===== src/verilog/tcit_pkg.sv =====
// constants for the timer clock selection, prescalers, interval timer and trims
// assumes one 100 MHz system clock and an APB slave with byte addresses 4x index
//
// Behaviour
// - interval source select: 00 fast osc, 01 external, 10 slow osc, 11 capture tick
// - interval divider codes 00..11 divide the selected source by 1, 2, 3, 4
// - capture divider codes 00..11 divide the selected source by 2, 4, 6, 8
// - capture source select: 00 fast osc, 01 external, 10 slow osc, 11 off
// - external source is crystal output when crystal enabled, else clock input pin
// - interval timer is a 12-bit down counter on interval ticks with reload value
// - the tick after the counter reaches zero loads the reload value instead
// - an interrupt request to the CPU is raised on every reload
// - reload value stays read/write while running; software avoids split-write reloads
// - the reload register holds what is copied into the counter at terminal count
// - 1024 us tick counts capture ticks, nominal 4 MHz, scales with that clock
// - source change needs the old clock running; stopped capture cannot leave
// - trim registers hold boot calibration values written by software after boot
// - fast osc trim: three offset bits 7.5/15/30 kHz and a five-bit gain field
// - crystal trim mode bit: 0 oscillator mode, 1 fixed maximum bias test mode
// - slow osc low-power bit set selects low power mode, clear selects normal
// - four-bit frequency trim field adjusts the slow oscillator frequency
// - crystal enable starts crystal, routes it as external clock, releases shared pins

package tcit_pkg;

	localparam int TCIT_ADDR_W = 8;
	localparam int TCIT_DATA_W = 32;

	// register indices; the bus address is four times the index
	localparam int TCIT_IDX_TIMER_CFG   = 'h31;
	localparam int TCIT_IDX_PIN_CFG     = 'h32;
	localparam int TCIT_IDX_FAST_TRIM   = 'h34;
	localparam int TCIT_IDX_XTAL_TRIM   = 'h35;
	localparam int TCIT_IDX_SLOW_TRIM   = 'h36;
	localparam int TCIT_IDX_RELOAD_LO   = 'h3a;
	localparam int TCIT_IDX_RELOAD_HI   = 'h3b;
	localparam int TCIT_IDX_COUNT_LO    = 'h3c;
	localparam int TCIT_IDX_COUNT_HI    = 'h3d;

	localparam logic [7:0] TCIT_ADDR_TIMER_CFG = 8'(TCIT_IDX_TIMER_CFG * 4);
	localparam logic [7:0] TCIT_ADDR_PIN_CFG   = 8'(TCIT_IDX_PIN_CFG * 4);
	localparam logic [7:0] TCIT_ADDR_FAST_TRIM = 8'(TCIT_IDX_FAST_TRIM * 4);
	localparam logic [7:0] TCIT_ADDR_XTAL_TRIM = 8'(TCIT_IDX_XTAL_TRIM * 4);
	localparam logic [7:0] TCIT_ADDR_SLOW_TRIM = 8'(TCIT_IDX_SLOW_TRIM * 4);
	localparam logic [7:0] TCIT_ADDR_RELOAD_LO = 8'(TCIT_IDX_RELOAD_LO * 4);
	localparam logic [7:0] TCIT_ADDR_RELOAD_HI = 8'(TCIT_IDX_RELOAD_HI * 4);
	localparam logic [7:0] TCIT_ADDR_COUNT_LO  = 8'(TCIT_IDX_COUNT_LO * 4);
	localparam logic [7:0] TCIT_ADDR_COUNT_HI  = 8'(TCIT_IDX_COUNT_HI * 4);

	// timer_clock_config field positions
	localparam int TCIT_INT_SEL_LSB = 0;
	localparam int TCIT_INT_DIV_LSB = 2;
	localparam int TCIT_CAP_SEL_LSB = 4;
	localparam int TCIT_CAP_DIV_LSB = 6;
	localparam logic [7:0] TCIT_TIMER_CFG_RESET = 8'h8f;

	// clock_pin_config
	localparam int TCIT_XTAL_EN_BIT = 3;
	localparam logic [7:0] TCIT_PIN_CFG_MASK = 8'h08;

	// trims: writable bits; reserved bits read zero
	localparam logic [7:0] TCIT_FAST_TRIM_MASK = 8'hff;
	localparam logic [7:0] TCIT_XTAL_TRIM_MASK = 8'h1d;
	localparam logic [7:0] TCIT_SLOW_TRIM_MASK = 8'hbf;
	localparam logic [7:0] TCIT_TRIM_RESET     = 8'h00;
	localparam int TCIT_FAST_OFS_LSB  = 5;
	localparam int TCIT_FAST_GAIN_LSB = 0;
	localparam int TCIT_XTAL_GM_LSB   = 2;
	localparam int TCIT_XTAL_MODE_BIT = 0;
	localparam int TCIT_SLOW_LP_BIT   = 7;
	localparam int TCIT_SLOW_BIAS_LSB = 4;
	localparam int TCIT_SLOW_FREQ_LSB = 0;

	// source select codes, shared by both timer clocks
	localparam logic [1:0] TCIT_SRC_FAST  = 2'h0;
	localparam logic [1:0] TCIT_SRC_EXT   = 2'h1;
	localparam logic [1:0] TCIT_SRC_SLOW  = 2'h2;
	localparam logic [1:0] TCIT_SRC_OTHER = 2'h3;

	// bit positions in the synchronised oscillator vector
	localparam int TCIT_PIN_FAST = 0;
	localparam int TCIT_PIN_EXT  = 1;
	localparam int TCIT_PIN_XTAL = 2;
	localparam int TCIT_PIN_SLOW = 3;
	localparam int TCIT_NUM_SRC  = 4;

	// interval timer and reload
	localparam int TCIT_CNT_W     = 12;
	localparam int TCIT_RELOAD_HI_W = TCIT_CNT_W - 8;

	// 1024 us interval from capture ticks at a nominal 4 MHz
	localparam int TCIT_MS_INTERVAL_US = 1024;
	localparam int TCIT_CAP_NOMINAL_MHZ = 4;
	localparam int TCIT_MS_TICKS = TCIT_MS_INTERVAL_US * TCIT_CAP_NOMINAL_MHZ;
	localparam logic [11:0] TCIT_MS_LAST = 12'(TCIT_MS_TICKS - 1);

endpackage


===== src/verilog/tcit_timer_clock.sv =====
// timer clock selection, prescalers, 12-bit interval timer and oscillator trims
// assumes oscillator clocks arrive as asynchronous pins, sampled by sys_clk;
// sys_clk must run faster than twice the fastest oscillator for edges to be seen
//
// The APB interface to the registers is this design's own decision.
`timescale 1ns/1ns

module tcit_timer_clock
	import tcit_pkg::*;
(
	input  wire logic                   sys_clk,
	input  wire logic                   arst_n,
	input  wire logic                   psel,
	input  wire logic                   penable,
	input  wire logic                   pwrite,
	input  wire logic [TCIT_ADDR_W-1:0] paddr,
	input  wire logic [TCIT_DATA_W-1:0] pwdata,
	output logic      [TCIT_DATA_W-1:0] prdata,
	output logic                        pready,
	output logic                        pslverr,
	input  wire logic                   fastOscPin,
	input  wire logic                   slowOscPin,
	input  wire logic                   crystalOscPin,
	input  wire logic                   extClockInputPin,
	input  wire logic [1:0]             gpioDriveReq,
	output logic      [1:0]             sharedPinOutEnable,
	output logic                        crystalOscEnable,
	output logic                        captureTickClock,
	output logic                        intervalTickClock,
	output logic                        intervalIrq,
	output logic                        msIntervalTick,
	output logic      [2:0]             fastOscOffset,
	output logic      [4:0]             fastOscGain,
	output logic      [2:0]             crystalOscGm,
	output logic                        crystalOscTestMode,
	output logic                        slowOscLowPower,
	output logic      [1:0]             slowOscBias,
	output logic      [3:0]             slowOscFreqTrim
);

	typedef struct packed {
		logic [TCIT_NUM_SRC-1:0] sync1;
		logic [TCIT_NUM_SRC-1:0] sync2;
		logic [TCIT_NUM_SRC-1:0] prevSrc;
		logic [7:0]              timerCfg;
		logic                    xtalEnable;
		logic [7:0]              fastTrim;
		logic [7:0]              xtalTrim;
		logic [7:0]              slowTrim;
		logic [TCIT_CNT_W-1:0]   reload;
		logic [1:0]              capSelAct;
		logic [1:0]              capDivAct;
		logic [2:0]              capCnt;
		logic [1:0]              intSelAct;
		logic [1:0]              intDivAct;
		logic [1:0]              intCnt;
		logic [TCIT_CNT_W-1:0]   intervalCount;
		logic [11:0]             msCnt;
		logic                    captureTick;
		logic                    intervalTick;
		logic                    irq;
		logic                    msTick;
		logic [TCIT_DATA_W-1:0]  rdata;
		logic                    slverr;
	} tcit_state_t;

	tcit_state_t st;
	tcit_state_t next_st;

	logic [TCIT_NUM_SRC-1:0] srcEdges;
	logic                    extEdge;
	logic                    capEdge;
	logic                    intEdge;
	logic                    capWrap;
	logic                    intWrap;
	logic                    busWrite;
	logic                    busSetup;

	// one source edge out of the select code; code 11 means "other" for each clock
	function automatic logic pick_edge(input logic [1:0] sel,
	                                   input logic [TCIT_NUM_SRC-1:0] edges,
	                                   input logic ext,
	                                   input logic other);
		logic e;
		e = 1'b0;
		unique case (sel)
			TCIT_SRC_FAST:  e = edges[TCIT_PIN_FAST];
			TCIT_SRC_EXT:   e = ext;
			TCIT_SRC_SLOW:  e = edges[TCIT_PIN_SLOW];
			TCIT_SRC_OTHER: e = other;
		endcase
		return e;
	endfunction

	function automatic logic addr_is(input logic [TCIT_ADDR_W-1:0] a,
	                                 input logic [TCIT_ADDR_W-1:0] reg_addr);
		return a == reg_addr;
	endfunction

	assign srcEdges = st.sync2 & ~st.prevSrc;
	// crystal output while enabled, raw input pin otherwise
	assign extEdge  = st.xtalEnable ? srcEdges[TCIT_PIN_XTAL] : srcEdges[TCIT_PIN_EXT];
	// capture clock: code 11 stops it
	assign capEdge  = pick_edge(st.capSelAct, srcEdges, extEdge, 1'b0);
	// interval clock: code 11 takes the capture tick
	assign intEdge  = pick_edge(st.intSelAct, srcEdges, extEdge, st.captureTick);
	// capture divide by 2(code+1): last count is {code,1}
	assign capWrap  = capEdge && (st.capCnt == {st.capDivAct, 1'b1});
	// interval divide by code+1
	assign intWrap  = intEdge && (st.intCnt == st.intDivAct);
	assign busWrite = psel && penable && pwrite;
	assign busSetup = psel && !penable;

	always_comb begin
		next_st = st;
		next_st.captureTick  = 1'b0;
		next_st.intervalTick = 1'b0;
		next_st.irq          = 1'b0;
		next_st.msTick       = 1'b0;

		// two-stage sampling of all oscillator pins
		next_st.sync1   = {slowOscPin, crystalOscPin, extClockInputPin, fastOscPin};
		next_st.sync2   = st.sync1;
		next_st.prevSrc = st.sync2;

		// capture prescaler; new select and divider take over only at a period end,
		// which needs the old source running and leaves no shortened period
		if (capEdge) begin
			next_st.capCnt = st.capCnt + 3'h1;
		end
		if (capWrap) begin
			next_st.capCnt      = 3'h0;
			next_st.captureTick = 1'b1;
			next_st.capSelAct   = st.timerCfg[TCIT_CAP_SEL_LSB +: 2];
			next_st.capDivAct   = st.timerCfg[TCIT_CAP_DIV_LSB +: 2];
		end

		// interval prescaler, same handover policy; a stopped capture clock
		// therefore pins the interval source to it
		if (intEdge) begin
			next_st.intCnt = st.intCnt + 2'h1;
		end
		if (intWrap) begin
			next_st.intCnt       = 2'h0;
			next_st.intervalTick = 1'b1;
			next_st.intSelAct    = st.timerCfg[TCIT_INT_SEL_LSB +: 2];
			next_st.intDivAct    = st.timerCfg[TCIT_INT_DIV_LSB +: 2];
		end

		// down counter; the tick after zero is spent reloading and interrupts
		if (st.intervalTick) begin
			if (st.intervalCount == '0) begin
				next_st.intervalCount = st.reload;
				next_st.irq           = 1'b1;
			end else begin
				next_st.intervalCount = st.intervalCount - 12'h001;
			end
		end

		// 1024 us tick; scales with whatever rate the capture clock really has
		if (st.captureTick) begin
			if (st.msCnt == TCIT_MS_LAST) begin
				next_st.msCnt  = '0;
				next_st.msTick = 1'b1;
			end else begin
				next_st.msCnt = st.msCnt + 12'h001;
			end
		end

		// writes land at the access edge; reload stays writable while counting,
		// so a reload between the two byte writes picks up a mixed value
		if (busWrite) begin
			if (addr_is(paddr, TCIT_ADDR_TIMER_CFG)) begin
				next_st.timerCfg = pwdata[7:0];
			end
			if (addr_is(paddr, TCIT_ADDR_PIN_CFG)) begin
				next_st.xtalEnable = pwdata[TCIT_XTAL_EN_BIT];
			end
			if (addr_is(paddr, TCIT_ADDR_FAST_TRIM)) begin
				next_st.fastTrim = pwdata[7:0] & TCIT_FAST_TRIM_MASK;
			end
			if (addr_is(paddr, TCIT_ADDR_XTAL_TRIM)) begin
				next_st.xtalTrim = pwdata[7:0] & TCIT_XTAL_TRIM_MASK;
			end
			if (addr_is(paddr, TCIT_ADDR_SLOW_TRIM)) begin
				next_st.slowTrim = pwdata[7:0] & TCIT_SLOW_TRIM_MASK;
			end
			if (addr_is(paddr, TCIT_ADDR_RELOAD_LO)) begin
				next_st.reload[7:0] = pwdata[7:0];
			end
			if (addr_is(paddr, TCIT_ADDR_RELOAD_HI)) begin
				next_st.reload[TCIT_CNT_W-1:8] = pwdata[TCIT_RELOAD_HI_W-1:0];
			end
		end

		// read data and error are prepared in the setup cycle, shown in the access cycle
		if (busSetup) begin
			next_st.rdata  = '0;
			next_st.slverr = 1'b0;
			unique case (paddr)
				TCIT_ADDR_TIMER_CFG: next_st.rdata[7:0] = st.timerCfg;
				TCIT_ADDR_PIN_CFG:   next_st.rdata[7:0] = {4'h0, st.xtalEnable, 3'h0};
				TCIT_ADDR_FAST_TRIM: next_st.rdata[7:0] = st.fastTrim;
				TCIT_ADDR_XTAL_TRIM: next_st.rdata[7:0] = st.xtalTrim;
				TCIT_ADDR_SLOW_TRIM: next_st.rdata[7:0] = st.slowTrim;
				TCIT_ADDR_RELOAD_LO: next_st.rdata[7:0] = st.reload[7:0];
				TCIT_ADDR_RELOAD_HI: next_st.rdata[TCIT_RELOAD_HI_W-1:0] = st.reload[11:8];
				TCIT_ADDR_COUNT_LO:  next_st.rdata[7:0] = st.intervalCount[7:0];
				TCIT_ADDR_COUNT_HI:  next_st.rdata[TCIT_RELOAD_HI_W-1:0] = st.intervalCount[11:8];
				default:             next_st.slverr = 1'b1;
			endcase
		end
	end

	always_ff @(posedge sys_clk or negedge arst_n) begin
		if (!arst_n) begin
			st               <= '0;
			st.timerCfg      <= TCIT_TIMER_CFG_RESET;
			st.capSelAct     <= TCIT_TIMER_CFG_RESET[TCIT_CAP_SEL_LSB +: 2];
			st.capDivAct     <= TCIT_TIMER_CFG_RESET[TCIT_CAP_DIV_LSB +: 2];
			st.intSelAct     <= TCIT_TIMER_CFG_RESET[TCIT_INT_SEL_LSB +: 2];
			st.intDivAct     <= TCIT_TIMER_CFG_RESET[TCIT_INT_DIV_LSB +: 2];
			// trims have no meaningful reset; boot software loads calibration
			st.fastTrim      <= TCIT_TRIM_RESET;
			st.xtalTrim      <= TCIT_TRIM_RESET;
			st.slowTrim      <= TCIT_TRIM_RESET;
		end else begin
			st <= next_st;
		end
	end

	assign pready  = 1'b1;
	assign prdata  = st.rdata;
	assign pslverr = st.slverr && psel && penable;

	// shared pins lose their drivers while the crystal owns them
	assign sharedPinOutEnable = gpioDriveReq & {2{~st.xtalEnable}};
	assign crystalOscEnable   = st.xtalEnable;
	assign captureTickClock   = st.captureTick;
	assign intervalTickClock  = st.intervalTick;
	assign intervalIrq        = st.irq;
	assign msIntervalTick     = st.msTick;

	// trim fields go straight to the analog oscillators
	assign fastOscOffset      = st.fastTrim[TCIT_FAST_OFS_LSB +: 3];
	assign fastOscGain        = st.fastTrim[TCIT_FAST_GAIN_LSB +: 5];
	assign crystalOscGm       = st.xtalTrim[TCIT_XTAL_GM_LSB +: 3];
	assign crystalOscTestMode = st.xtalTrim[TCIT_XTAL_MODE_BIT];
	assign slowOscLowPower    = st.slowTrim[TCIT_SLOW_LP_BIT];
	assign slowOscBias        = st.slowTrim[TCIT_SLOW_BIAS_LSB +: 2];
	assign slowOscFreqTrim    = st.slowTrim[TCIT_SLOW_FREQ_LSB +: 4];
endmodule


===== config.mk =====
export PLATFORM = sky130hd
export DESIGN_NAME = tcit_timer_clock
export DESIGN_NICKNAME = d
export VERILOG_FILES = /design/src/verilog/tcit_pkg.sv /design/src/verilog/tcit_timer_clock.sv
export SDC_FILE = /design/constraint.sdc
export NUM_CORES = 1
export LEC_CHECK = 0
export BUFFER_PORTS_ARGS = -buffer_cell sky130_fd_sc_hd__buf_2
export CAP_MARGIN = 20
export CORE_UTILIZATION = 45
export DETAILED_ROUTE_END_ITERATION = 10
export GPL_TIMING_DRIVEN = 1
export PLACE_DENSITY = 0.76
export SETUP_SLACK_MARGIN = 0.3
export SLEW_MARGIN = 20
export SYNTH_ARGS = -nofsm -noshare
export SYNTH_HDL_FRONTEND = slang
export SYNTH_SLANG_ARGS = --single-unit

===== constraint.sdc =====
create_clock -name sys_clk -period 4 [get_ports sys_clk]
set_input_delay 0.8 -clock sys_clk [delete_from_list [all_inputs] [get_ports sys_clk]]
set_output_delay 0.8 -clock sys_clk [all_outputs]
set_load 0.02 [all_outputs]

# --- Word-level counts from Yosys, hierarchy flattened ---
# Index checks and enable logic that the tools add are counted.
word_totals:
  output_inout_bits: 60
  wordCells: 89
  latchBits: 0
  mem_bits_rw: 0
  mem_bits_ro: 0
  inputBits: 51
  reg_bits: 102
  n_memories: 0
op_classes:
  addsub: 4
  n_mul: 0
  bitwise_logic: 4
  div_mod_pow: 0
  eq_ne: 18
  n_shift: 0
  n_mux: 18
  magnitude_cmp: 0
  n_reduce_logical: 21
ops:
  columns: ["cell", "n"]
  rows:
  - ["== test 8 bit (second input constant)", 9]
  - ["case mux 4 bit (9 select lines)", 1]
  - ["two-way mux 12 bit", 2]
  - ["case mux 4 bit (6 select lines)", 1]
  - ["AND reduction 2 bit", 7]
  - ["adder 12 x 1 -> 12 bit (second input constant)", 1]
  - ["== test 12 bit (second input constant)", 1]
  - ["logical NOT 12 bit", 1]
  - ["subtractor 12 x 1 -> 12 bit (second input constant)", 1]
  - ["OR reduction 9 bit", 1]
  - ["== test 2 bit (second input constant)", 4]
  - ["two-way mux 1 bit", 8]
  - ["case mux 1 bit (4 select lines)", 2]
  - ["logical AND 1 bit", 7]
  - ["two-way mux 3 bit", 2]
  - ["AND 4 bit", 1]
  - ["== test 2 x 1 -> 1 bit (second input constant)", 2]
  - ["logical NOT 2 bit", 2]
  - ["two-way mux 2 bit", 2]
  - ["inverter 4 bit", 1]
  - ["nonzero test 2 bit", 2]
  - ["adder 3 x 1 -> 3 bit (second input constant)", 1]
  - ["== test 3 bit", 1]
  - ["adder 2 x 1 -> 2 bit (second input constant)", 1]
  - ["other kinds (4)", 4]

# --- Logic depth before layout (Yosys ltp) ---
logic_depth:
  depth_word: 6
  ltp_mapped: 8
  ltp_nobuf: 7

# --- Worst setup path before layout ---
# OpenSTA, ideal clock, no wires.
synth_timing:
  path_kind: "input -> register"
  startpoint: "input port paddr[4]"
  endpoint: "register st[74] (netlist name)"
  setup_time_ns: 0.125
  setup_slack_ns: 1.928
  cell_stages: 5
  arrival_ns: 1.947
  t_required_ns: 3.875
  path_buffers: 1
  cell_sequence: "and2b_1 > nand3_4 > or3_1 > buf_6 > mux2_4"
synth_between:
  elab_chain_len: 2
synth_rtl:
  columns: ["item", "line", "rtl"]
  rows:
  - ["from (decl)", "tcit_timer_clock.sv:16", "input wire logic [TCIT_ADDR_W-1:0] paddr,"]
  - ["== test 8 bit", "tcit_timer_clock.sv:97", "return a == reg_addr;"]
  - ["AND reduction 2 bit (no source line)", null, null]
  - ["to (signal assigned)", "tcit_timer_clock.sv:228", "st <= next_st;"]
  - ["to (decl)", "tcit_timer_clock.sv:67", "tcit_state_t st;"]
# No other way between the ends.
# A chain may end at the register's enable or synchronous reset.

# --- Worst setup path in the final report ---
layout_timing:
  startpoint: "input port paddr[3]"
  endpoint: "register st (netlist bit fastOscOffset[0])"
# The elaborated chain is that of the path after synthesis.

==> qor.txt <==
outcome -> finished, violations left
failing checks -> DRC
sink count of the clock tree -> 102
average footprint of a synthesized cell -> 10.9 um^2
I/O pin count -> 111
vias in the first global route -> 3,601
total number of vias -> 3,818
worst slew slack as a fraction of its limit -> 0.487
number of remaining DRC errors -> 22
most frequently used cell type in the post-synthesis netlist -> dfrtp_1
M1 GR Usage -> 0.272
height of the chip -> 111 um
largest area contributor in the synthesized netlist -> dfrtp_1
post-CTS setup buffer count -> 0
async set or reset register ratio after synthesis -> 1.00
GR Layer Usage met2 -> 0.308
Ys Warns -> 0
pin count of the biggest net entering global routing -> 87
clk root buf -> clkbuf_16
clock-pin slew on the worst setup and hold paths -> 70 ps
maximum clock skew at final layout -> 7.70 ps
final worst path period need -> 2420 ps
final hold violations -> 0
Critical-path top delay cell -> nor3_1
CP Launch Type -> primary input
Post-synth EDFFs -> 0
clock latency reported for the late side of the worst-skew pair -> 350 ps
Setup CP Type -> primary input to register
smallest setup slack after layout -> 1580 ps
per-cell via count in the routed design -> 5.67
number of nets with antenna violations after detailed routing -> 0
count of mapped cells out of synthesis -> 492
share of total power in the clock network -> 0.318
horizontal die dimension -> 111 um
Row Count -> 39
overall routed net length -> 11,700 um
share of total power consumed by net switching -> 0.329
cell types occupying the most area after synthesis -> dfrtp_1 (43%), buf_4 (7.0%), mux2_2 (5.2%), dfstp_2 (4.9%), mux2_4 (4.5%)
multi-input logic area -> 0.00240 mm^2
number of distinct library cells after synthesis -> 67
Tot Pwr -> 2.67 mW
residual overflow from global routing -> 0
Place WS -> 1350 ps
post-synthesis instance area -> 0.00538 mm^2
Core Footprint -> 0.0115 mm^2
TritonCTS clock tree -> built
HPWL after detailed placement -> 8550 um
proportion of netlist area held by the largest area contributor -> 0.428
Finish-stage setup viols -> 0
leakage component of the power -> 2.80 nW
layout overhead on the synthesized area -> 8.14%
portion of total power attributed to combinational logic -> 0.185
required time reported for the critical path endpoint -> 4230 ps
unrepaired setup endpoints after global routing -> no
Max Fanout on Critical Path -> 14
transition time at the pin with the least slew margin -> 769 ps
number of max-slew violations in the final report -> 0
number of diodes added for antenna fixing -> 0
layout cells sized above 1 -> 0.268
maximum number of buffers from clock root to sink -> 2
Int Pwr -> 1.79 mW
net total in the final layout -> 580
critical path arrival -> 2640 ps
initial antenna violation count -> 0
switching power -> 878 uW
Yosys reg bits -> 102
top achievable clock speed -> 414 MHz
count of filler cells inserted in the layout -> 1,025
number of buffers added by the clock tree synthesis step -> 9
IR drop worst, VDD -> 0.198 mV
# H-tree levels -> 3
CP Cell Sequence -> buf_2, nor3_1, nand2_1, nor3_4, mux2_2
number of buffers added to fix hold violations after cts -> 0
DR pass1 iterations -> 9
routed length per instance -> 17.4 um
ys flop type -> dfrtp_1
setup TNS after final layout -> 0 ps
Reg power frac -> 0.497
first-pass GRT wire length -> 18,800 um
FF/Latch Area -> 0.00256 mm^2
fin util -> 0.505
CTS-repair resized insts -> 0
layer with the highest usage -> met2
weighted congestion reported at the end of routability-driven placement -> 0.941
share of the clock period used by the worst path after layout -> 0.604
global routing usage on met3 -> 0.0419
die area -> 0.0124 mm^2
CP peak stage delay -> 560 ps
sequential area share after synthesis -> 0.477
IO buf count -> 61
number of max-cap violations -> 0
commonest cells in the netlist -> dfrtp_1 (92), buf_4 (50), nand2_1 (37), o21ai_0 (26), mux2_2 (25)
total routing resource utilization after global routing -> 0.195
DR iter-0 viols -> 297
Starting Density -> 0.467
CP endpoint kind -> register
total power per unit cell area -> 459 mW/mm^2
Tightest Hold Check Type -> register to register
==> routing by layer <==
layer | part of all wire | routed length [um]
met5 | 0 | 0
met4 | 0.019 | 219
met3 | 0.068 | 799
met2 | 0.46 | 5460
met1 | 0.45 | 5260
==> state kept, by name, summed over array words and instances (netlist names), 2 cells and up <==
signal	count
crystalOscGm	3
fastOscGain	5
fastOscOffset	3
next_st	8
prdata	8
slowOscBias	2
slowOscFreqTrim	4
st	62
==> worst max-delay path, delay by kind of cell <==
kind	cells	cell delay (ps)
AND/OR/NAND/NOR	3	1210
multiplexers	1	400
buffers and inverters	1	220
==> cell type report <==
class,count,area share
Timing Repair Buffer,62,0.0549
Tap cell,143,0.0308
Sequential cell,102,0.441
Clock buffer,10,0.0411
Clock inverter,6,0.00946
Multi-Input combinational cell,335,0.413
Inverter,15,0.00968
==> cell families (layout without fill, tap and decap cells) <==
family / Yosys count / after routing / share of synthesized area
AOI/OAI and AO/OA: 92 / 92 / 0.105
xor gates and xnor gates: 13 / 13 / 0.0212
adders and majority gates: 4 / 4 / 0.00930
buffers and inverters: 78 / 93 / 0.0923
DFF: 102 / 102 / 0.477
muxes: 64 / 64 / 0.141
other: 2 / 25 / 0.00140
and+or+nand+nor: 137 / 137 / 0.154
==> power groups by stage <==
| stage | Sequential, mW | Clock, mW | Combinational (mW) |
|---|---|---|---|
| after floorplan | 1.29 | 0 | 0.395 |
| after global placement | 1.33 | 0 | 0.465 |
| after detailed placement | 1.34 | 0 | 0.490 |
| after CTS | 1.32 | 0.861 | 0.495 |
| after global routing | 1.34 | 0.898 | 0.560 |
| final | 1.33 | 0.848 | 0.495 |
==> stage by stage <==
step | cells | area, um^2 | hold WS [ps]
floorplan | 515 | 5470 | 331
global placement | 657 | 5520 | 337
detailed placement | 657 | 5520 | 335
CTS | 673 | 5810 | 355
global route | 673 | 5820 | 358
finish | 673 | 5820 | 349
==> worst paths after layout <==
check | start | endpoint | slack (ps) | cells past startpoint
worst max-delay path | paddr[3] | fastOscOffset[0]$_DFFE_PN0P_ | 1580 | 5
worst min-delay path | next_st[126]$_DFF_PN0_ | next_st[122]$_DFF_PN0_ | 350 | 0
worst max register to register | crystalOscEnable$_DFFE_PN0P_ | st[70]$_DFFE_PN0P_ | 2020 | 5
worst min register to register | next_st[126]$_DFF_PN0_ | next_st[122]$_DFF_PN0_ | 350 | 0
max in group asynchronous | arst_n | slowOscBias[0]$_DFFE_PN0P_ | 2790 | 2
min in group asynchronous | arst_n | st[51]$_DFFE_PN0P_ | 480 | 1
==> cells in the final DEF (no fill, tap or decap), types with 3 or more instances in the layout <==
cell	n
xor2_1	7
mux2_4	16
inv_1	15
nand2_1	37
nand4_1	6
dfrtp_1	92
xnor2_1	6
buf_2	60
ha_1	4
a22oi_1	6
nor2_1	16
or3_1	3
dfstp_2	10
nor3_1	6
nor2b_1	11
mux2i_1	19
o22ai_1	9
nand2b_1	6
nor3b_1	4
and3_1	6
conb_1	25
o31ai_1	3
clkinv_4	5
a21oi_1	22
mux2_2	25
o21ai_1	6
clkbuf_16	9
o21ai_0	26
mux2_1	4
nand3_1	14
nand3b_1	3
(Power assumes the default switching activity.)
